==> src/dpc_map.vh <==
`ifndef DPC_MAP_VH
`define DPC_MAP_VH
// register offsets
`define DPC_REG_LOOP_A   7'h01
`define DPC_REG_HYBRID   7'h02
`define DPC_REG_POWER    7'h06
`define DPC_REG_DLOOP    7'h0a
`define DPC_REG_LSTAT    7'h0c
`define DPC_REG_CAL      7'h11
`define DPC_REG_RCAL     7'h19
`define DPC_REG_ALOOP    7'h21
// field positions
`define DPC_BIT_ILL      1
`define DPC_BIT_HBE      1
`define DPC_BIT_SPD      3
`define DPC_BIT_LPD      4
`define DPC_BIT_DDL      0
`define DPC_BIT_LOCK     0
`define DPC_BIT_CBUSY    1
`define DPC_BIT_LTMO     2
`define DPC_BIT_FDT      6
`define DPC_BIT_AUTO_CAL_DISABLE     5
`define DPC_BIT_MANUAL_CAL_TRIGGER     6
`define DPC_BIT_RESISTOR_CAL_DISABLE    5
`define DPC_BIT_PCM_ANALOG_LOOPBACK     7
// reset values
`define DPC_RST_POWER    8'h10
`define DPC_RST_HYBRID   8'h02
`define DPC_RST_ZERO     8'h00
// timing
`define DPC_CLK_KHZ      100000
`define DPC_PLL_MAX_US   1000
`define DPC_PLL_EDGES    10'h200
`define DPC_PLL_IDLE     8'hff
`define DPC_RCAL_MS      17
`define DPC_ADC_MS       256
`define DPC_LINK_MS      10
`define DPC_FILT_FRAMES  4
`endif

==> src/dpc_daa_ctrl.v <==
// What this block does and what its host must do
// reset defaults keep line side powered down
// PLL locks within 1 ms of clock
// host writes 00H to power register
// link stays off while link powerdown set
// host locks PLL before clearing powerdown
// after reset: reset operation, link off
// both bits clear gives normal link mode
// system powerdown alone enters sleep mode
// host keeps bit clock running in sleep
// only reset pin leaves sleep or deep
// both bits set enter deep powerdown
// off-hook runs 17 ms resistor calibration
// ADC calibration after settle and resistor cal
// manual calibration on trigger high then low
// link powerdown loops receive through filters
// clearing powerdown selects line data, frame flag
// digital loopback returns receive data unchanged
// host waits 402.75 ms before test modes
// isolation loopback sends data across link
// PCM analog loopback refilters line data
// hybrid disable selects internal analog loopback
// host enables one test mode at once
// link must come up within 10 ms
// host holds powerdown 1 ms on failure
// calibration marks data not yet valid
`timescale 1ns/1ps
`default_nettype none
`include "dpc_map.vh"
module dpc_daa_ctrl #(
  parameter integer RCAL_CYCLES = `DPC_RCAL_MS * `DPC_CLK_KHZ,
  parameter integer ADC_CYCLES  = `DPC_ADC_MS * `DPC_CLK_KHZ,
  parameter integer LINK_CYCLES = `DPC_LINK_MS * `DPC_CLK_KHZ,
  parameter integer FD          = `DPC_FILT_FRAMES
) (
  // clock and reset
  input  wire       clock,
  input  wire       rst,
  // serial control port
  input  wire       spi_sclk,
  input  wire       spi_cs_n,
  input  wire       spi_sdi,
  output reg        spi_sdo,
  output reg        spi_sdo_oe,
  // pcm highway
  input  wire       pcm_clk,
  input  wire       frame_sync_input,
  input  wire       serial_receive_data,
  output reg        serial_transmit_data,
  // isolation link toward the line side
  input  wire       line_frame_ok,
  input  wire       line_ring,
  input  wire       line_offhook,
  input  wire       line_power_ok,
  input  wire       line_dc_settled,
  input  wire [7:0] line_rx_word,
  output reg        link_enable,
  output reg  [7:0] line_tx_word,
  output reg        line_tx_valid,
  output reg        link_loop_cmd,
  output reg        analog_loop_cmd,
  // status
  output reg        ring_detect_output,
  output reg        data_valid
);
  localparam NA = 19;
  localparam [3:0] C_IDLE = 4'h1, C_RCAL = 4'h2, C_SETL = 4'h4, C_ADC = 4'h8;

  // two-flop synchronisers for everything from outside the clock domain
  wire [NA-1:0] a_in = {line_rx_word, line_dc_settled, line_power_ok, line_offhook,
                        line_ring, line_frame_ok, serial_receive_data,
                        frame_sync_input, pcm_clk, spi_sdi, spi_cs_n, spi_sclk};
  reg  [NA-1:0] s1_q;
  reg  [NA-1:0] s2_q;
  genvar g;
  generate
    for (g = 0; g < NA; g = g + 1) begin : g_sync
      always @(posedge clock or posedge rst) begin
        if (rst) begin
          s1_q[g] <= 1'b0;
          s2_q[g] <= 1'b0;
        end else begin
          s1_q[g] <= a_in[g];
          s2_q[g] <= s1_q[g];
        end
      end
    end
  endgenerate
  // word bits are synchronised one by one and used with no check that the line side holds them
  wire       sclk_s = s2_q[0];
  wire       cs_s   = s2_q[1];
  wire       sdi_s  = s2_q[2];
  wire       pclk_s = s2_q[3];
  wire       fs_s   = s2_q[4];
  wire       drx_s  = s2_q[5];
  wire       fok_s  = s2_q[6];
  wire       ring_s = s2_q[7];
  wire       hook_s = s2_q[8];
  wire       pwr_s  = s2_q[9];
  wire       dcs_s  = s2_q[10];
  wire [7:0] lrx_s  = s2_q[18:11];

  // registers, declared ahead of the edge detectors that read them
  reg [7:0] loop_a_q, hyb_q, pwr_q, dloop_q, cal_q, rcal_q, aloop_q;
  reg       sleep_q, deep_q, locked_q, fdt_q, ltmo_q;
  reg [3:0] cst_q;

  // edge detection on the synchronised copies, the manual trigger bit and link enable
  reg sclk_p_q, pclk_p_q, hook_p_q, pwr_p_q, manual_cal_trigger_p_q, len_p_q;
  always @(posedge clock or posedge rst) begin
    if (rst) begin
      sclk_p_q <= 1'b0;
      pclk_p_q <= 1'b0;
      hook_p_q <= 1'b0;
      pwr_p_q  <= 1'b0;
      manual_cal_trigger_p_q <= 1'b0;
      len_p_q  <= 1'b0;
    end else begin
      sclk_p_q <= sclk_s;
      pclk_p_q <= pclk_s;
      hook_p_q <= hook_s;
      pwr_p_q  <= pwr_s;
      manual_cal_trigger_p_q <= cal_q[`DPC_BIT_MANUAL_CAL_TRIGGER];
      len_p_q  <= link_enable;
    end
  end
  wire sclk_r = sclk_s & ~sclk_p_q;
  wire sclk_f = ~sclk_s & sclk_p_q;
  wire pclk_r = pclk_s & ~pclk_p_q;
  wire pclk_f = ~pclk_s & pclk_p_q;

  // register fields used throughout
  wire      lpd  = pwr_q[`DPC_BIT_LPD];
  wire      digital_data_loopback  = dloop_q[`DPC_BIT_DDL];
  wire      ill  = loop_a_q[`DPC_BIT_ILL];
  wire      pcm_analog_loopback = aloop_q[`DPC_BIT_PCM_ANALOG_LOOPBACK];
  wire      cbusy = (cst_q != C_IDLE);

  // pll lock: enough bit clock edges, lost when the clock stops
  reg [9:0] pedge_q;
  reg [7:0] pidle_q;
  always @(posedge clock or posedge rst) begin
    if (rst) begin
      pedge_q  <= 10'h000;
      pidle_q  <= 8'h00;
      locked_q <= 1'b0;
    end else begin
      if (pclk_r) begin
        pidle_q <= 8'h00;
        if (pedge_q != `DPC_PLL_EDGES)
          pedge_q <= pedge_q + 10'h001;
      end else if (pidle_q == `DPC_PLL_IDLE) begin
        pedge_q <= 10'h000;
      end else begin
        pidle_q <= pidle_q + 8'h01;
      end
      // lock bound
      locked_q <= (pedge_q == `DPC_PLL_EDGES);
    end
  end

  // serial control port: r/w bit, 7-bit address, 8 data bits, msb first
  reg [4:0] sbit_q;
  reg [6:0] sh_q;
  reg [6:0] addr_q;
  reg [7:0] rsh_q;
  reg       rd_q;
  reg [7:0] rdata;
  wire [7:0] cmd_w = {sh_q, sdi_s};
  wire       wr_go = ~cs_s & sclk_r & (sbit_q == 5'h0f) & ~rd_q;
  // sleep and deep freeze the registers until the reset pin
  wire       wr_ok = wr_go & ~sleep_q & ~deep_q;
  wire [7:0] status_w = {1'b0, fdt_q, 3'h0, ltmo_q, cbusy, locked_q};

  // read decode; unmapped addresses read zero
  always @* begin
    case (cmd_w[6:0])
      `DPC_REG_LOOP_A: rdata = loop_a_q;
      `DPC_REG_HYBRID: rdata = hyb_q;
      `DPC_REG_POWER:  rdata = pwr_q;
      `DPC_REG_DLOOP:  rdata = dloop_q;
      `DPC_REG_LSTAT:  rdata = status_w;
      `DPC_REG_CAL:    rdata = cal_q;
      `DPC_REG_RCAL:   rdata = rcal_q;
      `DPC_REG_ALOOP:  rdata = aloop_q;
      default:         rdata = 8'h00;
    endcase
  end

  always @(posedge clock or posedge rst) begin
    if (rst) begin
      sbit_q     <= 5'h00;
      sh_q       <= 7'h00;
      addr_q     <= 7'h00;
      rsh_q      <= 8'h00;
      rd_q       <= 1'b0;
      spi_sdo    <= 1'b0;
      spi_sdo_oe <= 1'b0;
    end else if (cs_s) begin
      sbit_q     <= 5'h00;
      rd_q       <= 1'b0;
      spi_sdo_oe <= 1'b0;
    end else begin
      if (sclk_r && sbit_q != 5'h10) begin
        sh_q   <= cmd_w[6:0];
        sbit_q <= sbit_q + 5'h01;
        if (sbit_q == 5'h07) begin
          addr_q <= cmd_w[6:0];
          rd_q   <= cmd_w[7];
          rsh_q  <= rdata;
        end
      end
      // read data leaves on falling edges after the address byte
      if (sclk_f && rd_q && sbit_q >= 5'h08 && sbit_q <= 5'h0f) begin
        spi_sdo    <= rsh_q[7];
        rsh_q      <= {rsh_q[6:0], 1'b0};
        spi_sdo_oe <= 1'b1;
      end
    end
  end

  // register writes and power mode tracking
  always @(posedge clock or posedge rst) begin
    if (rst) begin
      // safe defaults
      // reset operation
      pwr_q    <= `DPC_RST_POWER;
      hyb_q    <= `DPC_RST_HYBRID;
      loop_a_q <= `DPC_RST_ZERO;
      dloop_q  <= `DPC_RST_ZERO;
      cal_q    <= `DPC_RST_ZERO;
      rcal_q   <= `DPC_RST_ZERO;
      aloop_q  <= `DPC_RST_ZERO;
      sleep_q  <= 1'b0;
      deep_q   <= 1'b0;
    end else if (wr_ok) begin
      case (addr_q)
        `DPC_REG_LOOP_A: loop_a_q <= cmd_w;
        `DPC_REG_HYBRID: hyb_q    <= cmd_w;
        `DPC_REG_POWER: begin
          pwr_q <= cmd_w;
          // sleep entry
          sleep_q <= cmd_w[`DPC_BIT_SPD] & ~cmd_w[`DPC_BIT_LPD];
          // deep powerdown entry
          deep_q <= cmd_w[`DPC_BIT_SPD] & cmd_w[`DPC_BIT_LPD];
        end
        `DPC_REG_DLOOP:  dloop_q  <= cmd_w;
        `DPC_REG_CAL:    cal_q    <= cmd_w;
        `DPC_REG_RCAL:   rcal_q   <= cmd_w;
        `DPC_REG_ALOOP:  aloop_q  <= cmd_w;
        default:         ;
      endcase
    end
  end

  // link enable and frame detect
  wire link_up_r = link_enable & ~len_p_q;
  wire lt_done;
  always @(posedge clock or posedge rst) begin
    if (rst) begin
      link_enable        <= 1'b0;
      fdt_q              <= 1'b0;
      ltmo_q             <= 1'b0;
      ring_detect_output <= 1'b0;
      link_loop_cmd      <= 1'b0;
      analog_loop_cmd    <= 1'b0;
    end else begin
      // link gated by powerdown
      // normal mode link
      link_enable <= ~lpd & locked_q & ~deep_q;
      // frame flag
      fdt_q <= link_enable & fok_s;
      // establish timeout
      if (~link_enable)
        ltmo_q <= 1'b0;
      else if (lt_done && !fdt_q)
        ltmo_q <= 1'b1;
      // ring works in sleep
      // no ring in deep
      ring_detect_output <= ring_s & fdt_q & ~deep_q;
      // link loopback command
      link_loop_cmd <= ill & link_enable;
      // internal analog loopback
      analog_loop_cmd <= ~hyb_q[`DPC_BIT_HBE] & link_enable;
    end
  end

  dpc_timer #(.W(20)) u_link_tmr (
    .clock (clock),
    .rst   (rst),
    .start (link_up_r),
    .load  (LINK_CYCLES[19:0]),
    .busy  (),
    .done  (lt_done)
  );

  // calibration sequencer, one shared timer
  wire       c_done;
  reg        c_start;
  reg [24:0] c_load;
  wire       cal_trig = link_enable & ((hook_s & ~hook_p_q) | (~pwr_s & pwr_p_q));
  // manual trigger on falling edge
  wire       man_trig = cal_q[`DPC_BIT_AUTO_CAL_DISABLE] & manual_cal_trigger_p_q & ~cal_q[`DPC_BIT_MANUAL_CAL_TRIGGER];
  reg  [3:0] cst_d;
  always @* begin
    cst_d   = cst_q;
    c_start = 1'b0;
    c_load  = ADC_CYCLES[24:0];
    case (cst_q)
      C_IDLE: begin
        if (cal_trig) begin
          // R12 resistor cal unless disabled
          if (rcal_q[`DPC_BIT_RESISTOR_CAL_DISABLE]) begin
            cst_d = C_SETL;
          end else begin
            cst_d   = C_RCAL;
            c_start = 1'b1;
            c_load  = RCAL_CYCLES[24:0];
          end
        end else if (man_trig) begin
          cst_d   = C_ADC;
          c_start = 1'b1;
        end
      end
      C_RCAL: if (c_done) cst_d = C_SETL;
      C_SETL: begin
        // adc cal after settle
        if (dcs_s) begin
          if (cal_q[`DPC_BIT_AUTO_CAL_DISABLE]) begin
            cst_d = C_IDLE;
          end else begin
            cst_d   = C_ADC;
            c_start = 1'b1;
          end
        end
      end
      C_ADC: if (c_done) cst_d = C_IDLE;
      default: cst_d = C_IDLE;
    endcase
  end

  always @(posedge clock or posedge rst) begin
    if (rst) begin
      cst_q      <= C_IDLE;
      data_valid <= 1'b0;
    end else begin
      cst_q <= cst_d;
      // data not valid during cal
      data_valid <= ~cbusy & ~sleep_q & ~deep_q;
    end
  end

  dpc_timer #(.W(25)) u_cal_tmr (
    .clock (clock),
    .rst   (rst),
    .start (c_start),
    .load  (c_load),
    .busy  (),
    .done  (c_done)
  );

  // 0.9 dB attenuation as 115/128, shared by every filtered path
  function [7:0] dpc_att;
    input [7:0] x;
    reg signed [15:0] p;
    begin
      p       = $signed({{8{x[7]}}, x}) * 16'sd115;
      dpc_att = p[14:7];
    end
  endfunction

  // pcm framing: frame sync high on a bit clock rise marks bit 0
  reg [2:0] pbit_q;
  reg [7:0] rsr_q, rxw_q, txw_q, tsr_q;
  reg       wdone_q;
  reg [7:0] fdly_q [0:FD-1];
  wire [7:0] filt_w = dpc_att(fdly_q[FD-1]);
  always @(posedge clock or posedge rst) begin
    if (rst) begin
      pbit_q               <= 3'h0;
      rsr_q                <= 8'h00;
      rxw_q                <= 8'h00;
      tsr_q                <= 8'h00;
      wdone_q              <= 1'b0;
      serial_transmit_data <= 1'b0;
    end else begin
      wdone_q <= 1'b0;
      if (pclk_r) begin
        rsr_q  <= {rsr_q[6:0], drx_s};
        pbit_q <= fs_s ? 3'h1 : pbit_q + 3'h1;
        if (fs_s)
          tsr_q <= txw_q;
        else
          tsr_q <= {tsr_q[6:0], 1'b0};
        if (!fs_s && pbit_q == 3'h7) begin
          rxw_q   <= {rsr_q[6:0], drx_s};
          wdone_q <= 1'b1;
        end
      end
      // outside sleep and deep the pcm port is live
      if (pclk_f)
        serial_transmit_data <= tsr_q[7] & ~sleep_q & ~deep_q;
    end
  end

  // filter delay line, one step per received word
  genvar k;
  generate
    for (k = 0; k < FD; k = k + 1) begin : g_fdly
      always @(posedge clock or posedge rst) begin
        if (rst)
          fdly_q[k] <= 8'h00;
        else if (wdone_q)
          fdly_q[k] <= (k == 0) ? (lpd ? rxw_q : lrx_s) : fdly_q[(k == 0) ? 0 : k-1];
      end
    end
  endgenerate

  // transmit word and link word selection, taken per frame
  always @(posedge clock or posedge rst) begin
    if (rst) begin
      txw_q         <= 8'h00;
      line_tx_word  <= 8'h00;
      line_tx_valid <= 1'b0;
    end else begin
      line_tx_valid <= wdone_q & link_enable;
      if (wdone_q) begin
        // unfiltered digital loopback
        if (digital_data_loopback)
          txw_q <= rxw_q;
        // start-up loopback
        // link return filtered
        else if (lpd || ill || pcm_analog_loopback)
          txw_q <= filt_w;
        // line data in normal mode
        else
          txw_q <= lrx_s;
        // line data back to line
        line_tx_word <= pcm_analog_loopback ? filt_w : rxw_q;
      end
    end
  end
endmodule // dpc_daa_ctrl
`default_nettype wire

==> src/dpc_timer.v <==
`timescale 1ns/1ps
`default_nettype none
// countdown timer: start loads the count, done pulses when it runs out
module dpc_timer #(
  parameter W = 25
) (
  // clock and reset
  input  wire         clock,
  input  wire         rst,
  // control
  input  wire         start,
  input  wire [W-1:0] load,
  // status
  output reg          busy,
  output reg          done
);
  reg [W-1:0] cnt_q;

  // a fresh start restarts a running count
  always @(posedge clock or posedge rst) begin
    if (rst) begin
      cnt_q <= {W{1'b0}};
      busy  <= 1'b0;
      done  <= 1'b0;
    end else begin
      done <= 1'b0;
      if (start) begin
        cnt_q <= load;
        busy  <= 1'b1;
      end else if (busy) begin
        if (cnt_q <= {{(W-1){1'b0}}, 1'b1}) begin
          busy <= 1'b0;
          done <= 1'b1;
        end else begin
          cnt_q <= cnt_q - {{(W-1){1'b0}}, 1'b1};
        end
      end
    end
  end
endmodule // dpc_timer
`default_nettype wire

==> config.mk <==
export PLATFORM = sky130hd
export DESIGN_NAME = dpc_daa_ctrl
export DESIGN_NICKNAME = d
export VERILOG_FILES = /design/src/dpc_daa_ctrl.v /design/src/dpc_timer.v
export VERILOG_INCLUDE_DIRS = /design/src
export SDC_FILE = /design/constraint.sdc
export NUM_CORES = 1
export LEC_CHECK = 0
export BUFFER_PORTS_ARGS = -buffer_cell sky130_fd_sc_hd__buf_2
export CAP_MARGIN = 25
export CORE_ASPECT_RATIO = 0.75
export CORE_MARGIN = 8
export CORE_UTILIZATION = 45
export CTS_CLUSTER_DIAMETER = 60
export DETAILED_ROUTE_END_ITERATION = 12
export GPL_TIMING_DRIVEN = 0
export SLEW_MARGIN = 40
export SYNTH_ARGS = -nofsm -noshare
export SYNTH_HDL_FRONTEND = slang
export SYNTH_SLANG_ARGS = --single-unit
==> constraint.sdc <==
create_clock -name clock -period 13.12 [get_ports clock]
set_input_delay 1.312 -clock clock [delete_from_list [all_inputs] [get_ports clock]]
set_output_delay 1.312 -clock clock [all_outputs]
set_load 0.01 [all_outputs]
==> summary.txt <==
Status
  • Outcome: finished clean

Place
  • Routability cong.: 0.837
  • Port bufs: 37
  • Final HPWL DP: 21000 um
  • Placement Setup Slack: 8.87 ns

Power
  • Psw: 0.536 mW
  • Power Density: 134 mW/mm2
  • Combinational share of power: 0.096
  • Switching Fraction: 0.258
  • Worst vdd ir: 115 uV
  • LEAKAGE: 7.49 nW
  • Seq pwr share: 0.473
  • Pint: 1.54 mW
  • Clock power share: 0.432

Critical path
  • CP peak stage delay: 0.55 ns
  • Crit end category: flip-flop
  • Most common cell on crit path: fa_1
  • Worst path slowest cell: fa_1
  • Worst Path Arrival: 4.75 ns
  • WS Path Type: reg -> reg
  • Worst EP required: 13.56 ns
  • Cells along the critical path: ha_1 -> inv_1 -> fa_1 -> fa_1 -> fa_1 -> inv_1 -> ha_1 -> o21ai_0 -> o22ai_1 -> o31ai_1 -> xor2_1 -> a311oi_1 -> mux2_2
  • Crit start category: flip-flop
  • Worst-path maximum fanout: 5

Synth
  • Syn avg cell area: 11.1 um2
  • Ys async rst share: 1.00
  • Post-synth EDFFs: 0
  • Cell variety after synth: 76
  • Synthesized Nets: 1312
  • Prevailing post-synth register cell: dfrtp_1
  • Register area share after synthesis: 0.528
  • Synthesized instance count: 1234
  • Top post-synthesis cells by area: dfrtp_1 (52%), mux2_2 (8.4%), ha_1 (3.8%)
  • Cell Area, Synth: 0.0137 mm2
  • Area leader, netlist: dfrtp_1
  • Post-synth top area share: 0.522
  • Synth Warn #: 0
  • Seq cells post-synth: 288

Routing
  • Final WL: 29700 um
  • DRC Markers: 0
  • Vias per cell: 5.30
  • Final ANT Viol Nets: 0
  • Detailed Route Iter0 Violations: 629
  • First-pass DRT Iterations: 5
  • Routed WL per cell: 17.2 um
  • DR vias: 9163

Clocking
  • Clock Pin Slew Worst Setup and Hold Paths: 0.07 ns
  • Post-CTS Hold Buffers: 0
  • Cts bufs inserted: 30
  • CTS Sinks: 288
  • Root buf cell: clkbuf_16
  • Post_cts resized: 0
  • Worst skew pair latency: 0.57 ns
  • Bufs on Longest Clock Path: 3
  • Post-CTS Setup Bufs: 0
  • H-tree Lvls: 1
  • CTS tree: yes

Timing
  • FMAX: 0.232 GHz
  • Clock skew: 0.0257 ns
  • Tcrit/Tclk final: 0.328
  • Max Slew Vio Count: 0
  • RSZ-0062 raised after global routing: no
  • Crit path time final: 4.31 ns
  • Slew @ Worst Pin: 0.833 ns
  • Slew margin rel.: 0.443
  • Setup TNS: 0 ns
  • Final Hold Viols: 0
  • # setup viols final: 0
  • Worst setup slack after layout: 8.81 ns

Die
  • Ports: 38
  • DIE HEIGHT: 167 um
  • Die footprint: 0.0362 mm2
  • Standard-cell rows: 55
  • Initial Utilization: 0.455
  • Die W: 217 um
  • CORE AREA: 0.0300 mm2

Layout
  • # fillers: 2742
  • Area grow syn2layout: 13.6%
  • Most frequent cells in the layout: dfrtp_1 (285), nand2_1 (120), mux2_2 (102)
  • Most common cell after layout, fill and taps aside: dfrtp_1
  • # nets final: 1385
  • Diode count: 0
  • Layout cells sized above 1: 0.163

Global routing
  • First-pass GRT wire length: 50000 um
  • GRT met2 Usage: 0.220
  • Top Usage Layer GRT: met1
  • Total track usage: 0.167
  • Largest net degree at the start of global routing: 72
  • Met3 usage: 0.0315
  • GRT overflow: 0
  • Vias in the first global route: 9127
  • Met1 usage: 0.275
  • Initial antenna violation count: 1

Flow run
  • Max Cap Violations: 0

Worst hold path
  • Hold/Removal Path Class: reg -> reg
-- Yosys cell counts, types with 10 or more instances --
master and instances:
a211oi_1 10, a21oi_1 37, a31oi_1 11, clkbuf_1 45
dfrtp_1 285, fa_1 16, ha_1 41, inv_1 63
mux2_2 102, mux2i_1 34, nand2_1 120, nand2b_1 14
nand3_1 30, nand3b_1 12, nor2_1 100, nor2b_1 16
nor3_1 28, nor4_1 15, o21ai_0 55, or4_1 10
xnor2_1 30, xor2_1 29
-- critical path, delay by kind of cell, from the launching register on --
| family | cells | cell delay (ns) |
|---|---|---|
| xor+xnor | 1 | 0.28 |
| flops | 1 | 0.43 |
| compound gates | 4 | 0.87 |
| fa+ha+maj | 5 | 2.21 |
| mux | 1 | 0.30 |
| buf+inv | 2 | 0.11 |
-- registers in the layout, indices dropped and copies added, names as in the netlist, 7 cells and up --
signal and flops:
fdly_q 32, u_cal_tmr.cnt_q 25, u_link_tmr.cnt_q 20, s1_q 19
pedge_q 10, aloop_q 8, cal_q 8, dloop_q 8
hyb_q 8, line_tx_word 8, loop_a_q 8, lrx_s 8
pidle_q 8, pwr_q 8, rcal_q 8, rsh_q 8
rxw_q 8, tsr_q 8, txw_q 8, addr_q 7
rsr_q 7, sh_q 7
-- power groups by stage --
stage	Combinational [mW]	Sequential, mW	Clock (mW)
floorplan	0.137	0.983	0
global placement	0.192	0.998	0
detailed placement	0.199	0.998	0
CTS	0.200	0.982	0.923
global route	0.224	0.990	0.962
finish	0.199	0.983	0.898
-- metrics by stage --
step / instances / util / area, um2 / hold WS [ns] / total power [mW]
final: 1730 / 0.517 / 15500 / 0.330 / 2.08
after detailed placement: 1674 / 0.482 / 14500 / 0.336 / 1.20
after global routing: 1730 / 0.517 / 15500 / 0.353 / 2.18
after CTS: 1730 / 0.517 / 15500 / 0.341 / 2.11
after floorplan: 1234 / - / 13700 / 0.331 / 1.12
after global placement: 1670 / 0.478 / 14300 / 0.332 / 1.19
-- cell families (layout without fill, tap and decap cells) --
kind of cell | Yosys count | after routing | synth area share
fa+ha+maj | 57 | 57 | 0.0610
compound gates | 169 | 169 | 0.0811
simple gates | 408 | 408 | 0.150
flops | 288 | 288 | 0.528
xor+xnor | 59 | 59 | 0.0378
mux | 136 | 136 | 0.109
buf+inv | 117 | 214 | 0.0329
-- path summary, 6_finish.rpt --
| check | start | to | slack (ns) | cells past startpoint |
|---|---|---|---|---|
| min in group asynchronous | rst | pidle_q[1]$_DFFE_PP0P_ | 0.83 | 2 |
| min | s1_q[10]$_DFF_PP0_ | dcs_s$_DFF_PP0_ | 0.33 | 0 |
| max reg2reg | fdly_q[2]$_DFFE_PP0P_ | txw_q[4]$_DFFE_PP0P_ | 8.81 | 13 |
| min reg2reg | s1_q[10]$_DFF_PP0_ | dcs_s$_DFF_PP0_ | 0.33 | 0 |
| max in group asynchronous | rst | fdly_q[2]$_DFFE_PP0P_ | 11.36 | 4 |
| max | fdly_q[2]$_DFFE_PP0P_ | txw_q[4]$_DFFE_PP0P_ | 8.81 | 13 |
-- layer usage --
metal / wire length (um) / share of wire
met1: 16200 / 0.55
met2: 11500 / 0.39
met3: 1370 / 0.046
met4: 612 / 0.021
met5: 10 / 0.00034
-- cell type report --
cell class | count | area (um2) | area share
flip-flops and latches | 288 | 7210 | 0.465
multi-input cells | 829 | 6010 | 0.387
clock buffers | 41 | 863 | 0.0556
well taps | 399 | 499 | 0.0322
repair buffers | 41 | 295 | 0.0190
inverters | 64 | 248 | 0.0160
plain buffers | 53 | 209 | 0.0135
clock inverters | 15 | 190 | 0.0123
(Power assumes the default switching activity.)
